File: src/verilog/sic_pkg.sv
`default_nettype none
package sic_pkg;
    // command codes from {row_strobe_n, col_strobe_n, write_en_n}
    localparam logic [2:0] CMD_ACTIVE = 3'h3;
    localparam logic [2:0] CMD_READ = 3'h5;
    localparam logic [2:0] CMD_WRITE = 3'h4;
    localparam logic [2:0] CMD_PRECHARGE = 3'h2;
    localparam logic [2:0] CMD_REFRESH = 3'h1;
    localparam logic [2:0] CMD_LOAD_MODE = 3'h0;
    localparam logic [2:0] CMD_BURST_STOP = 3'h6;
    localparam logic [2:0] CMD_NOP = 3'h7;

    localparam int NUM_BANKS = 4;
    localparam int CLK_PERIOD_NS = 20;
    localparam int PRECHARGE_TIME_NS = 20;
    localparam int ROW_TO_COLUMN_DELAY_NS = 20;
    localparam int WRITE_RECOVERY_TIME_NS = 15;
    localparam int SELF_REFRESH_EXIT_TIME_NS = 70;
    localparam int REFRESH_TIME_NS = 66;
    localparam int MODE_LOAD_CYCLES_NS = 40;
    localparam int PRECHARGE_CYC = (PRECHARGE_TIME_NS + CLK_PERIOD_NS - 1) / CLK_PERIOD_NS;
    localparam int RCD_CYC = (ROW_TO_COLUMN_DELAY_NS + CLK_PERIOD_NS - 1) / CLK_PERIOD_NS;
    localparam int WR_CYC = (WRITE_RECOVERY_TIME_NS + CLK_PERIOD_NS - 1) / CLK_PERIOD_NS;
    localparam int XSR_CYC = (SELF_REFRESH_EXIT_TIME_NS + CLK_PERIOD_NS - 1) / CLK_PERIOD_NS;
    localparam int RFC_CYC = (REFRESH_TIME_NS + CLK_PERIOD_NS - 1) / CLK_PERIOD_NS;
    localparam int MRD_CYC = (MODE_LOAD_CYCLES_NS + CLK_PERIOD_NS - 1) / CLK_PERIOD_NS;
    localparam int READ_LATENCY = 2;
    localparam int BURST_LEN = 4;
    localparam int TIMER_W = 4;

    typedef enum logic [2:0] {
        BANK_IDLE = 3'h0,
        BANK_ACTIVATING = 3'h1,
        BANK_ACTIVE = 3'h2,
        BANK_READING = 3'h3,
        BANK_WRITING = 3'h4,
        BANK_AUTO_PRE = 3'h5,
        BANK_PRECHARGING = 3'h6
    } sic_bank_state_t;

    typedef enum logic [2:0] {
        PWR_NORMAL = 3'h0,
        PWR_POWER_DOWN = 3'h1,
        PWR_SELF_REFRESH = 3'h2,
        PWR_SR_EXIT = 3'h3,
        PWR_SUSPEND = 3'h4,
        PWR_BUSY = 3'h5
    } sic_pwr_state_t;
endpackage : sic_pkg
`default_nettype wire

File: src/verilog/sic_bank.sv
`default_nettype none
module sic_bank (
    input wire logic clk,
    input wire logic rst,
    input wire logic run,
    input wire logic cmd_act,
    input wire logic cmd_pre,
    input wire logic cmd_burst,
    input wire logic burst_write,
    input wire logic burst_auto_pre,
    input wire logic burst_done,
    input wire logic interrupt,
    input wire logic interrupt_by_write,
    output sic_pkg::sic_bank_state_t state,
    output logic auto_pre_flag
);
    sic_pkg::sic_bank_state_t state_ff;
    logic ap_ff;
    logic was_write_ff;
    logic [sic_pkg::TIMER_W-1:0] timer_ff;
    logic ap_pending_ff;

    assign state = state_ff;
    assign auto_pre_flag = ap_ff;

    always_ff @(posedge clk) begin
        if (rst) begin
            state_ff <= sic_pkg::BANK_IDLE;
            ap_ff <= 1'b0;
            was_write_ff <= 1'b0;
            timer_ff <= '0;
            ap_pending_ff <= 1'b0;
        end else if (run) begin
            if (timer_ff != '0) begin
                timer_ff <= timer_ff - 1'b1;
            end
            case (state_ff)
                sic_pkg::BANK_IDLE: begin
                    if (cmd_act) begin
                        state_ff <= sic_pkg::BANK_ACTIVATING;
                        timer_ff <= sic_pkg::TIMER_W'(sic_pkg::RCD_CYC - 1);
                    end
                end
                sic_pkg::BANK_ACTIVATING: begin
                    if (timer_ff == '0) begin
                        state_ff <= sic_pkg::BANK_ACTIVE;
                    end
                end
                sic_pkg::BANK_ACTIVE, sic_pkg::BANK_READING, sic_pkg::BANK_WRITING: begin
                    if (cmd_burst) begin
                        ap_ff <= burst_auto_pre;
                        was_write_ff <= burst_write;
                        state_ff <= burst_write ? sic_pkg::BANK_WRITING : sic_pkg::BANK_READING;
                    end else if (cmd_pre) begin
                        state_ff <= sic_pkg::BANK_PRECHARGING;
                        timer_ff <= sic_pkg::TIMER_W'(sic_pkg::PRECHARGE_CYC - 1);
                    end else if (interrupt || burst_done) begin
                        if (ap_ff) begin
                            // concurrent auto precharge, writes wait recovery first
                            state_ff <= sic_pkg::BANK_AUTO_PRE;
                            ap_pending_ff <= was_write_ff;
                            timer_ff <= was_write_ff ? sic_pkg::TIMER_W'(sic_pkg::WR_CYC - 1)
                                : sic_pkg::TIMER_W'(sic_pkg::PRECHARGE_CYC - 1);
                        end else begin
                            state_ff <= sic_pkg::BANK_ACTIVE;
                        end
                    end
                end
                sic_pkg::BANK_AUTO_PRE: begin
                    if (timer_ff == '0) begin
                        if (ap_pending_ff) begin
                            ap_pending_ff <= 1'b0;
                            timer_ff <= sic_pkg::TIMER_W'(sic_pkg::PRECHARGE_CYC - 1);
                        end else begin
                            state_ff <= sic_pkg::BANK_IDLE;
                            ap_ff <= 1'b0;
                        end
                    end
                end
                sic_pkg::BANK_PRECHARGING: begin
                    if (timer_ff == '0) begin
                        state_ff <= sic_pkg::BANK_IDLE;
                        ap_ff <= 1'b0;
                    end
                end
                default: begin
                    state_ff <= sic_pkg::BANK_IDLE;
                end
            endcase
        end
    end
endmodule : sic_bank
`default_nettype wire

File: src/verilog/sic_burst.sv
`default_nettype none
module sic_burst (
    input wire logic clk,
    input wire logic rst,
    input wire logic run,
    input wire logic start,
    input wire logic stop,
    output logic active,
    output logic done
);
    logic [2:0] count_ff;

    assign active = (count_ff != 3'h0);
    assign done = run && (count_ff == 3'h1) && !start;

    always_ff @(posedge clk) begin
        if (rst) begin
            count_ff <= 3'h0;
        end else if (run) begin
            if (start) begin
                count_ff <= 3'(sic_pkg::BURST_LEN);
            end else if (stop) begin
                count_ff <= 3'h0;
            end else if (count_ff != 3'h0) begin
                count_ff <= count_ff - 3'h1;
            end
        end
    end
endmodule : sic_burst
`default_nettype wire

File: src/verilog/sic_top.sv
// Operation
// - chip select high is inhibit; all strobes high is no-op; operations continue.
// - strobe patterns decode to active, read, write and precharge.
// - inter-bank rules apply only with clock enable high twice and exit time met.
// - idle bank n never restricts commands to another bank.
// - activating, active or precharging bank n allows all commands to other banks; refresh and mode load are flagged illegal unless all banks idle.
// - burst terminate acts on the current burst bank only.
// - precharge to bank m leaves bank n burst running.
// - interrupted auto-precharge burst starts its own precharge.
// - read interrupting read: new data replaces old after read latency.
// - write interrupting read ends the read at registration.
// - read interrupting write stops write at registration; data after read latency.
// - write interrupting write switches bank at registration.
// - read over read with auto precharge: precharge starts at registration.
// - write over read with auto precharge: read ends, precharge starts.
// - read over write with auto precharge: precharge after write recovery.
// - write over write with auto precharge: precharge after write recovery.
// - clock enable transitions enter power-down, self refresh or clock suspend.
// - power-down exits on clock enable high with inhibit or no-op.
// - self refresh exits with no-ops until exit time passes.
// - clock suspend exit resumes operation; next command at following edge.
`default_nettype none
module sic_top (
    input wire logic clk,
    input wire logic rst,
    input wire logic clk_en,
    input wire logic chip_sel_n,
    input wire logic row_strobe_n,
    input wire logic col_strobe_n,
    input wire logic write_en_n,
    input wire logic [1:0] bank_addr,
    input wire logic auto_pre,
    output logic [2:0] bank_state0_ff,
    output logic [2:0] bank_state1_ff,
    output logic [2:0] bank_state2_ff,
    output logic [2:0] bank_state3_ff,
    output logic [2:0] pwr_state_ff,
    output logic all_idle_ff,
    output logic read_data_valid_ff,
    output logic [1:0] read_bank_ff,
    output logic write_data_take_ff,
    output logic [1:0] write_bank_ff,
    output logic illegal_ff
);
    localparam int NB = sic_pkg::NUM_BANKS;

    // pin synchronisers
    logic [4:0] pin_s1_ff;
    logic [4:0] pin_s2_ff;
    logic [2:0] addr_s1_ff;
    logic [2:0] addr_s2_ff;

    always_ff @(posedge clk) begin
        if (rst) begin
            pin_s1_ff <= 5'h1F;
            pin_s2_ff <= 5'h1F;
            addr_s1_ff <= 3'h0;
            addr_s2_ff <= 3'h0;
        end else begin
            pin_s1_ff <= {clk_en, chip_sel_n, row_strobe_n, col_strobe_n, write_en_n};
            pin_s2_ff <= pin_s1_ff;
            addr_s1_ff <= {bank_addr, auto_pre};
            addr_s2_ff <= addr_s1_ff;
        end
    end

    logic cke_now;
    logic cke_prev_ff;
    logic [2:0] cmd;
    logic [1:0] ba;
    logic ap;
    assign cke_now = pin_s2_ff[4];
    assign ba = addr_s2_ff[2:1];
    assign ap = addr_s2_ff[0];
    assign cmd = pin_s2_ff[3] ? sic_pkg::CMD_NOP : pin_s2_ff[2:0];
    // inhibit does not count as a no-op for the self refresh exit
    logic real_nop;
    assign real_nop = !pin_s2_ff[3] && (pin_s2_ff[2:0] == sic_pkg::CMD_NOP);

    always_ff @(posedge clk) begin
        if (rst) begin
            cke_prev_ff <= 1'b1;
        end else begin
            cke_prev_ff <= cke_now;
        end
    end

    function automatic logic is_nop(input logic [2:0] c);
        is_nop = (c == sic_pkg::CMD_NOP);
    endfunction : is_nop

    sic_pkg::sic_pwr_state_t pwr_ff;
    logic [sic_pkg::TIMER_W-1:0] pwr_timer_ff;
    logic [1:0] exit_nops_ff;
    logic run;
    logic any_burst;
    logic banks_idle;
    sic_pkg::sic_bank_state_t bstate [NB];

    // commands take effect only with enable held high and not in a low power state
    assign run = cke_prev_ff && cke_now && (pwr_ff == sic_pkg::PWR_NORMAL);

    always_comb begin
        banks_idle = 1'b1;
        for (int i = 0; i < NB; i++) begin
            if (bstate[i] != sic_pkg::BANK_IDLE) begin
                banks_idle = 1'b0;
            end
        end
    end

    // commands that reach the banks
    logic cmd_act;
    logic cmd_pre;
    logic cmd_burst;
    logic cmd_wr;
    logic cmd_stop;
    logic pre_all;

    assign cmd_act = run && (cmd == sic_pkg::CMD_ACTIVE);
    assign cmd_pre = run && (cmd == sic_pkg::CMD_PRECHARGE);
    assign pre_all = ap;
    assign cmd_burst = run && ((cmd == sic_pkg::CMD_READ) || (cmd == sic_pkg::CMD_WRITE));
    assign cmd_wr = (cmd == sic_pkg::CMD_WRITE);
    assign cmd_stop = run && (cmd == sic_pkg::CMD_BURST_STOP);

    // bank owning the current burst
    logic [1:0] cur_bank_ff;
    logic burst_done;
    logic burst_active;

    always_ff @(posedge clk) begin
        if (rst) begin
            cur_bank_ff <= 2'h0;
        end else if (cmd_burst) begin
            cur_bank_ff <= ba;
        end
    end

    sic_burst u_burst (
        .clk(clk),
        .rst(rst),
        .run(run),
        .start(cmd_burst),
        .stop(cmd_stop),
        .active(burst_active),
        .done(burst_done)
    );

    assign any_burst = burst_active;

    genvar g;
    generate
        for (g = 0; g < NB; g++) begin : g_bank
            logic sel;
            logic own_burst;
            logic intr;
            assign sel = (ba == 2'(g));
            assign own_burst = burst_active && (cur_bank_ff == 2'(g));
            // another bank's burst ends this one; precharge elsewhere does not
            assign intr = own_burst && ((cmd_burst && !sel) || cmd_stop);
            sic_bank u_bank (
                .clk(clk),
                .rst(rst),
                .run(run),
                .cmd_act(cmd_act && sel),
                .cmd_pre(cmd_pre && (sel || pre_all)),
                .cmd_burst(cmd_burst && sel),
                .burst_write(cmd_wr),
                .burst_auto_pre(ap),
                .burst_done(burst_done && own_burst),
                .interrupt(intr),
                .interrupt_by_write(cmd_wr),
                .state(bstate[g]),
                .auto_pre_flag()
            );
        end
    endgenerate

    // read data pipeline: new read replaces old after latency
    logic [sic_pkg::READ_LATENCY-1:0] rd_pipe_ff;
    logic [1:0] rd_bank_pipe_ff [sic_pkg::READ_LATENCY];
    logic rd_now;
    logic cmd_wr_ff;
    assign rd_now = burst_active && !cmd_wr_ff;

    always_ff @(posedge clk) begin
        if (rst) begin
            cmd_wr_ff <= 1'b0;
        end else if (cmd_burst) begin
            cmd_wr_ff <= cmd_wr;
        end
    end

    always_ff @(posedge clk) begin
        if (rst) begin
            rd_pipe_ff <= '0;
            for (int i = 0; i < sic_pkg::READ_LATENCY; i++) begin
                rd_bank_pipe_ff[i] <= 2'h0;
            end
        end else if (cke_now || pwr_ff != sic_pkg::PWR_SUSPEND) begin
            // write registration ends a read at once
            rd_pipe_ff[0] <= rd_now && !(cmd_burst && cmd_wr);
            rd_bank_pipe_ff[0] <= cur_bank_ff;
            for (int i = 1; i < sic_pkg::READ_LATENCY; i++) begin
                rd_pipe_ff[i] <= rd_pipe_ff[i-1];
                rd_bank_pipe_ff[i] <= rd_bank_pipe_ff[i-1];
            end
        end
    end

    // power state machine
    always_ff @(posedge clk) begin
        if (rst) begin
            pwr_ff <= sic_pkg::PWR_NORMAL;
            pwr_timer_ff <= '0;
            exit_nops_ff <= 2'h0;
        end else begin
            case (pwr_ff)
                sic_pkg::PWR_NORMAL: begin
                    if (cke_prev_ff && !cke_now) begin
                        if (banks_idle && is_nop(cmd)) begin
                            pwr_ff <= sic_pkg::PWR_POWER_DOWN;
                        end else if (banks_idle && cmd == sic_pkg::CMD_REFRESH) begin
                            pwr_ff <= sic_pkg::PWR_SELF_REFRESH;
                        end else if (any_burst) begin
                            pwr_ff <= sic_pkg::PWR_SUSPEND;
                        end
                    end else if (run && banks_idle && cmd == sic_pkg::CMD_REFRESH) begin
                        pwr_ff <= sic_pkg::PWR_BUSY;
                        pwr_timer_ff <= sic_pkg::TIMER_W'(sic_pkg::RFC_CYC - 1);
                    end else if (run && banks_idle && cmd == sic_pkg::CMD_LOAD_MODE) begin
                        pwr_ff <= sic_pkg::PWR_BUSY;
                        pwr_timer_ff <= sic_pkg::TIMER_W'(sic_pkg::MRD_CYC - 1);
                    end
                end
                sic_pkg::PWR_BUSY: begin
                    if (pwr_timer_ff == '0) begin
                        pwr_ff <= sic_pkg::PWR_NORMAL;
                    end else begin
                        pwr_timer_ff <= pwr_timer_ff - 1'b1;
                    end
                end
                sic_pkg::PWR_POWER_DOWN: begin
                    if (cke_now && is_nop(cmd)) begin
                        pwr_ff <= sic_pkg::PWR_NORMAL;
                    end
                end
                sic_pkg::PWR_SELF_REFRESH: begin
                    if (cke_now && is_nop(cmd)) begin
                        pwr_ff <= sic_pkg::PWR_SR_EXIT;
                        pwr_timer_ff <= sic_pkg::TIMER_W'(sic_pkg::XSR_CYC - 1);
                        exit_nops_ff <= 2'h0;
                    end
                end
                sic_pkg::PWR_SR_EXIT: begin
                    if (real_nop && exit_nops_ff != 2'h2) begin
                        exit_nops_ff <= exit_nops_ff + 2'h1;
                    end
                    if (pwr_timer_ff != '0) begin
                        pwr_timer_ff <= pwr_timer_ff - 1'b1;
                    end else if (exit_nops_ff == 2'h2) begin
                        pwr_ff <= sic_pkg::PWR_NORMAL;
                    end
                end
                sic_pkg::PWR_SUSPEND: begin
                    if (cke_now) begin
                        pwr_ff <= sic_pkg::PWR_NORMAL;
                    end
                end
                default: begin
                    pwr_ff <= sic_pkg::PWR_NORMAL;
                end
            endcase
        end
    end

    // unsupported combinations flagged for the controller side
    logic bad;

    always_comb begin
        bad = 1'b0;
        if (run && !is_nop(cmd)) begin
            if ((cmd == sic_pkg::CMD_REFRESH || cmd == sic_pkg::CMD_LOAD_MODE) && !banks_idle) begin
                bad = 1'b1;
            end
            if (cmd == sic_pkg::CMD_BURST_STOP && !burst_active) begin
                bad = 1'b1;
            end
            if (cmd == sic_pkg::CMD_ACTIVE && bstate[ba] != sic_pkg::BANK_IDLE) begin
                bad = 1'b1;
            end
            if (cmd_burst && bstate[ba] != sic_pkg::BANK_ACTIVE
                && bstate[ba] != sic_pkg::BANK_READING
                && bstate[ba] != sic_pkg::BANK_WRITING) begin
                bad = 1'b1;
            end
        end
        if (pwr_ff == sic_pkg::PWR_SR_EXIT && !is_nop(cmd)) begin
            bad = 1'b1;
        end
        // refresh and mode load accept no command until done
        if (pwr_ff == sic_pkg::PWR_BUSY && !is_nop(cmd)) begin
            bad = 1'b1;
        end
    end

    always_ff @(posedge clk) begin
        if (rst) begin
            bank_state0_ff <= 3'h0;
            bank_state1_ff <= 3'h0;
            bank_state2_ff <= 3'h0;
            bank_state3_ff <= 3'h0;
            pwr_state_ff <= 3'h0;
            all_idle_ff <= 1'b1;
            read_data_valid_ff <= 1'b0;
            read_bank_ff <= 2'h0;
            write_data_take_ff <= 1'b0;
            write_bank_ff <= 2'h0;
            illegal_ff <= 1'b0;
        end else begin
            bank_state0_ff <= bstate[0];
            bank_state1_ff <= bstate[1];
            bank_state2_ff <= bstate[2];
            bank_state3_ff <= bstate[3];
            pwr_state_ff <= pwr_ff;
            all_idle_ff <= banks_idle && (pwr_ff == sic_pkg::PWR_NORMAL);
            read_data_valid_ff <= rd_pipe_ff[sic_pkg::READ_LATENCY-1];
            read_bank_ff <= rd_bank_pipe_ff[sic_pkg::READ_LATENCY-1];
            // write data taken on the command edge; interruption switches bank
            write_data_take_ff <= run && ((cmd_burst && cmd_wr)
                || (burst_active && cmd_wr_ff && !cmd_burst));
            write_bank_ff <= cmd_burst ? ba : cur_bank_ff;
            illegal_ff <= bad;
        end
    end
endmodule : sic_top
`default_nettype wire
File: config.mk
export PLATFORM = sky130hd
export DESIGN_NAME = sic_top
export DESIGN_NICKNAME = d
export VERILOG_FILES = /design/src/verilog/sic_pkg.sv /design/src/verilog/sic_bank.sv /design/src/verilog/sic_burst.sv /design/src/verilog/sic_top.sv
export SDC_FILE = /design/constraint.sdc
export NUM_CORES = 1
export LEC_CHECK = 0
export BUFFER_PORTS_ARGS = -buffer_cell sky130_fd_sc_hd__buf_4
export CORE_MARGIN = 5
export CORE_UTILIZATION = 40
export DETAILED_ROUTE_END_ITERATION = 10
export GPL_ROUTABILITY_DRIVEN = 1
export HOLD_SLACK_MARGIN = 0.06
export SLEW_MARGIN = 10
export SYNTH_ARGS = -nofsm -noshare
export SYNTH_HDL_FRONTEND = slang
export SYNTH_SLANG_ARGS = --single-unit
File: constraint.sdc
create_clock -name clk -period 3.5 [get_ports clk]
set_clock_uncertainty 0.05 [all_clocks]
set_input_delay 0.175 -clock clk [delete_from_list [all_inputs] [get_ports clk]]
set_output_delay 0.175 -clock clk [all_outputs]
set_load 0.005 [all_outputs]
# After elaboration in Yosys (flattened, before gate mapping)
# Memories as Yosys holds them, arrays and structs flattened. A register that Yosys moved wholly into a read port is not among the register bits.
# Cells that the tools add are included.
# totals
register_bits,93
latchBits,0
ramBits,4
romBits,0
input_bits,10
output_inout_bits,23
elab_cells,473
n_memories,1
# op_classes
n_addsub,7
n_mul,0
div,0
n_lt_le_gt_ge,1
eq_ne,107
n_shift,0
mux,165
bitwise_logic,3
n_reduce_logical,148
# memory_table
name,words,width,read_ports,rd_clocked_by_memory_dff,wr,line_no,rtl
rd_bank_pipe_ff,2,2,2,1,2,sic_top.sv:182,logic [1:0] rd_bank_pipe_ff [sic_pkg::READ_LATENCY];
# op_table
cell,count
3-bit two-way mux,55
4-bit two-way mux,38
1-bit logical AND,61
3-bit case mux with 5 select lines,4
"3-bit equality test, second input constant",19
"2-bit by 1-bit inequality test with 1-bit output, second input constant",28
7-bit AND reduction,8
1-bit two-way mux,48
4-bit case mux with 3 select lines,4
"2-bit inequality test, second input constant",23
"3-bit by 2-bit equality test with 1-bit output, second input constant",12
3-bit nonzero test,11
6-bit AND reduction,5
4-bit nonzero test,6
"3-bit by 1-bit equality test with 1-bit output, second input constant",7
4-bit zero test,5
"4-bit by 1-bit inequality test with 1-bit output, second input constant",5
"4-bit by 1-bit subtractor with 4-bit output, second input constant",5
3-bit zero test,6
3-bit case mux with 6 select lines,1
1-bit logical OR,16
4-bit case mux with 4 select lines,1
3-bit AND reduction,5
1-bit zero test,12
21 further kinds,46

# Depth between registers and ports, before layout
# depth
ltp_word,14
mapped_depth,9
mapped_depth_nobuf,8

# Modules after synthesis
# A second synthesis with hierarchy kept.
# hier_totals
cells_unflattened,733
area_unflattened_um2,6079.6
# modules_own_cells
mod,n_inst,cells_each,area_per_inst_um2
sic_bank,4,110,850.8
sic_top,1,271,2466.1
sic_burst,1,22,210.2

# Worst setup path after synthesis
# Ideal clock, no wire load.
# synth_path
kind,register to register
startpoint,register pwr_ff[0]
endpoint,register g_bank[1].u_bank.state_ff[1]
setup_ps,74
t_arrival_ps,2521
t_required_ps,3376
path_slack_ps,855
stages_incl_launch_ff,9
path_cell_list,dfxtp_1 -> buf_6 -> or3_4 -> buf_6 -> or4_4 -> a211oi_2 -> o311ai_2 -> or4_1 -> a31oi_1
# synth_between
elab_chain_cells,9
word_cells_on_any_way,23
# synth_lines
item,line_no,rtl
from (decl),sic_top.sv:92,sic_pkg::sic_pwr_state_t pwr_ff;
from (signal assigned),sic_top.sv:215,pwr_ff <= sic_pkg::PWR_NORMAL;
from (signal assigned),sic_top.sv:223,pwr_ff <= sic_pkg::PWR_POWER_DOWN;
from (signal assigned),sic_top.sv:225,pwr_ff <= sic_pkg::PWR_SELF_REFRESH;
3-bit zero test (*),sic_top.sv:101,assign run = cke_prev_ff && cke_now && (pwr_ff == sic_pkg::PWR_NORMAL);
1-bit logical AND (*),sic_top.sv:101,
1-bit logical AND,sic_top.sv:123,assign cmd_burst = run && ((cmd == sic_pkg::CMD_READ) || (cmd == sic_pkg::CMD_WRITE));
1-bit logical AND / 1-bit zero test (equally long branches),"sic_top.sv:161, sic_burst.sv:14",
1-bit logical OR / 1-bit logical AND (equally long branches),"sic_top.sv:161, sic_burst.sv:14",
"1-bit logical AND, on equally long branches","sic_top.sv:161, sic_top.sv:171",
1-bit logical OR,sic_bank.sv:57,end else if (interrupt || burst_done) begin
4-bit by 1-bit inequality test with 1-bit output (no line),n/a,
7-bit AND reduction (no line),n/a,
to (signal assigned),sic_bank.sv:55,state_ff <= sic_pkg::BANK_PRECHARGING;
to (signal assigned),sic_bank.sv:60,state_ff <= sic_pkg::BANK_AUTO_PRE;
to (signal assigned),sic_bank.sv:65,state_ff <= sic_pkg::BANK_ACTIVE;
to (decl),sic_bank.sv:17,sic_pkg::sic_bank_state_t state_ff;
# Every way passes the cells marked *; elsewhere a longest branch is shown, timed or not.
# A chain may end at the register's enable or synchronous reset.

# Final worst setup path
# layout_path
startpoint,register pin_s2_ff[2]
endpoint,register g_bank[2].u_bank.timer_ff[0] in the netlist's numbering
# layout_between
elab_chain_cells,12
word_cells_on_any_way,26
# layout_lines
item,line_no,rtl
from (decl),sic_top.sv:49,logic [4:0] pin_s2_ff;
from (signal assigned),sic_top.sv:61,pin_s2_ff <= pin_s1_ff;
3-bit two-way mux (*),sic_top.sv:75,assign cmd = pin_s2_ff[3] ? sic_pkg::CMD_NOP : pin_s2_ff[2:0];
3-bit equality test,sic_top.sv:123,
1-bit logical OR,sic_top.sv:123,
1-bit logical AND,sic_top.sv:123,
1-bit logical AND / 1-bit zero test (equally long branches),"sic_top.sv:161, sic_burst.sv:14",
1-bit logical OR / 1-bit logical AND (equally long branches),"sic_top.sv:161, sic_burst.sv:14",
"1-bit logical AND, on equally long branches","sic_top.sv:161, sic_top.sv:171",
1-bit logical OR,sic_bank.sv:57,
4-bit two-way mux,sic_bank.sv:57,
4-bit two-way mux,sic_bank.sv:54,end else if (cmd_pre) begin
4-bit two-way mux,sic_bank.sv:50,if (cmd_burst) begin
4-bit case mux with 3 select lines (*),sic_bank.sv:37,case (state_ff)
to (signal assigned),sic_bank.sv:41,timer_ff <= sic_pkg::TIMER_W'(sic_pkg::RCD_CYC - 1);
to (signal assigned),sic_bank.sv:56,timer_ff <= sic_pkg::TIMER_W'(sic_pkg::PRECHARGE_CYC - 1);
to (signal assigned),sic_bank.sv:62,timer_ff <= was_write_ff ? sic_pkg::TIMER_W'(sic_pkg::WR_CYC - 1)
to (decl),sic_bank.sv:20,logic [sic_pkg::TIMER_W-1:0] timer_ff;
# Marks and branches as above.

==> impl_metrics.tcl <==
set metrics [dict create \
    synthCells 705 \
    crit_path_max_fanout 16 \
    synthArstFlopShare_pct 0 \
    first_global_vias 5174 \
    nNetsFinal 746 \
    place.gp.congestion 0.872 \
    drive_gt1_share_pct 13.4 \
    fin_crit_ns 3.03 \
    placed_area_um2 6130 \
    grt_start_max_net_pins 83 \
    numCtsBuffers 9 \
    nFillCells 1346 \
    synth_compound_area_share_pct 26.2 \
    dpl.cell_count 887 \
    cp-startpoint "pin_s2_ff[2]$_SDFF_PP1_" \
    rows 43 \
    worstPathArrival_ns 3.25 \
    vias 5567 \
    synthSimpleGateAreaFrac_pct 26.5 \
    crit_path_start_kind "flop" \
    layout_common_cells "dfxtp_1 (95), nor2_1 (55), nand2_1 (51), a21oi_1 (49), buf_4 (49)" \
    p_sw_share_pct 41.6 \
    drt-pass1-iter-count 5 \
    final_cell_area_um2 6510 \
    final_common_cell "dfxtp_1" \
    path_clk_slew_ns 0.07 \
    grt_overflow 0 \
    power.total_uw 4260 \
    irDropWorstVdd_mv 0.313 \
    tritoncts "yes" \
    antenna_found_initial 0 \
    ant_nets 0 \
    worstPathRequired_ns 3.72 \
    maxSlewViolCount 0 \
    clockBufferDepth 2 \
    stdcell_count 911 \
    endpoint "g_bank[2].u_bank.timer_ff[0]$_SDFFE_PP0N_" \
    cpMaxStageDelayCell "or3b_2" \
    synthFlopType "dfxtp_1" \
    track_usage_pct 18.9 \
    regArea_um2 2020 \
    path_cells "or3b_2 -> o21ai_1 -> a2111oi_0 -> o211ai_1 -> o21ai_0 -> a311oi_1" \
    diodes 0 \
    power.switching_uw 1770 \
    maxCapViolations 0 \
    yosys_warnings 0 \
    p_int_uw 2490 \
    cts_setup_buffers 0 \
    ys_seq_area_share_pct 35.4 \
    area_growth_syn_to_layout_pct 14.0 \
    finalSetupViolations 0 \
    hold_viol 0 \
    crit_type "reg2reg" \
    pwr-share-comb_pct 41.8 \
    synth_edf_count 4 \
    synth.distinct_cells 78 \
    wirelength_mm 15.8 \
    yosys.area_share.xor_xnor_pct 0.307 \
    setup_tns_ns 0 \
    synth_fp_nets 725 \
    p_per_area_nw_per_um2 654 \
    drtIter0Drc 504 \
    total_leakage_power_uw 0.00228 \
    dp_hpwl_mm 10.6 \
    worstReg2RegStart "pin_s2_ff[2]$_SDFF_PP1_" \
    slowest_delay_ns 0.66 \
    worst_r2r_endpoint "g_bank[2].u_bank.timer_ff[0]$_SDFFE_PP0N_" \
    tightest_slew_ns 0.867 \
    drcViolationCount 0 \
    relSlewSlack_pct 41.8 \
    ctsHtreeMaxLevel 3 \
    initial_core_util_pct 41.0 \
    die_w_um 129 \
    r2r_cells 6 \
    numClockSinks 99 \
    end_kind "flop" \
    status "finished, final reports clean" \
    pwr-share-seq_pct 34.6 \
    synth-seq-cells 99 \
    yosys.area_share.adder_pct 2.37 \
    multi_input_area_um2 3370 \
    r2r_slack_ns 0.47 \
    grt_first_pass_wirelength_mm 25.6 \
    die_y_um 129 \
    synth_top_family_by_area "simple AND/OR/NAND/NOR gates" \
    numPortBuffers 32 \
    syn_avg_cell_area_um2 8.10 \
    fin_crit_sh_pct 86.6 \
    core_area_um2 13900 \
    routed_via_density 6.11 \
    synth_mux_area_share_pct 3.68 \
    io_pins 33 \
    rsz0062_at_grt "no" \
    cts-root-buf "clkbuf_16" \
    wire_per_inst_um 17.3 \
    clkPwrFrac_pct 23.6 \
    synth_area_um2 5710 \
    dieArea_um2 16800 \
    fmaxAchievable_mhz 330 \
    clk_latency_ns 0.37 \
    hold_class "in2reg" \
    hold_slack_ns 0.307 \
]
through the flow:
stage	setup WS, ns	utilization [%]
3_3_place_gp	0.703	44.0
3_5_place_dp	0.536	44.0
4_1_cts	0.526	46.7
5_1_grt	0.184	46.7
2_1_floorplan	0.855	-
6_report	0.469	46.7
cell type report:
| class | instances | area share (%) |
|---|---|---|
| Timing Repair Buffer | 58 | 7.19 |
| Tap cell | 180 | 3.46 |
| Clock buffer | 9 | 3.46 |
| Inverter | 32 | 1.85 |
| Multi-Input combinational cell | 526 | 51.8 |
| Clock inverter | 7 | 1.19 |
| Sequential cell | 99 | 31.1 |
Yosys cell counts, types with 4 or more instances:
cell	n	share of area, %
dfxtp_1	95	33
nor2_1	55	3.6
nand2_1	51	3.4
a21oi_1	49	4.3
clkbuf_1	40	2.6
o21ai_0	36	3.2
inv_1	31	2.0
nor2b_1	27	3.0
nor3_1	27	2.4
nand3_1	24	2.1
nand2b_1	14	1.5
a211oi_1	12	1.6
mux2i_1	12	2.1
nor3b_1	12	1.6
or2_2	12	1.3
and2_1	11	1.2
ha_1	10	2.2
o211ai_1	10	1.3
a31oi_1	9	0.99
nor4_1	9	0.99
a21o_1	8	1.1
nand4_1	8	0.88
o31ai_1	8	1.1
o22ai_1	7	0.77
a2111oi_0	6	0.92
nand3b_1	6	0.79
a21boi_0	5	0.66
a22oi_1	4	0.53
a32oi_1	4	0.61
buf_1	4	0.26
edfxtp_1	4	2.1
o311ai_0	4	0.61
o31a_1	4	0.61
o41ai_1	4	0.61
or3b_2	4	0.61
or4_1	4	0.53
sequential cells by signal, indices dropped and copies added, names as in the netlist, 4 cells and up:
register,count
pin_s2_ff,5
pin_s1_ff,5
g_bank.u_bank.timer_ff,16
g_bank.u_bank.auto_pre_flag,4
pwr_timer_ff,4
rd_bank_pipe_ff,4
g_bank.u_bank.state,12
g_bank.u_bank.was_write_ff,4
g_bank.u_bank.ap_pending_ff,4
critical path, delay by kind of cell, from the launching register on:
family	cells	cell delay, ns
AOI/OAI and AO/OA	5	1.68
DFF	1	0.55
and+or+nand+nor	1	0.66
per-layer routing:
metal / up-vias / part of all wire (%) / GRT usage [%]
met5: - / 0 / 0
met4: 0 / 2.5 / 7.64
met3: 36 / 7.0 / 4.70
met2: 235 / 47 / 30.2
met1: 2634 / 44 / 24.4
li1: 2662 / - / -
power groups by stage:
stage,clock [µW],sequential (µW),combinational [µW]
after CTS,1030,1470,1770
after detailed placement,0,1490,1750
after floorplan,0,1410,1330
final,1000,1470,1780
after global routing,1080,1500,1990
after global placement,0,1480,1690
what timing repair did:
item / in CTS / in global routing
hold buffers: 8 / 0
gates resized for setup: 0 / 0
endpoints found under the hold margin: 8 / 0
worst min path at each step:
stage,from,end,slack (ns),cells past startpoint
after global placement,write_en_n,pin_s1_ff[0]$_SDFF_PP1_,0.31,2
after floorplan,write_en_n,pin_s1_ff[0]$_SDFF_PP1_,0.23,1
after global routing,rst,bank_state1_ff[1]$_SDFF_PP0_,0.37,2
after detailed placement,write_en_n,pin_s1_ff[0]$_SDFF_PP1_,0.31,2
after CTS,rst,bank_state1_ff[1]$_SDFF_PP0_,0.33,2
final,rst,bank_state1_ff[1]$_SDFF_PP0_,0.31,2
logic make-up (layout without fill, tap and decap cells):
logic type | Yosys count | in the layout
and+or+nand+nor | 281 | 281
muxes | 17 | 17
buffers and inverters | 80 | 106
xor gates and xnor gates | 2 | 2
adders and majority gates | 11 | 11
AOI/OAI and AO/OA | 215 | 215
DFF | 99 | 99
Note: power is estimated with default switching activity, not from simulation.
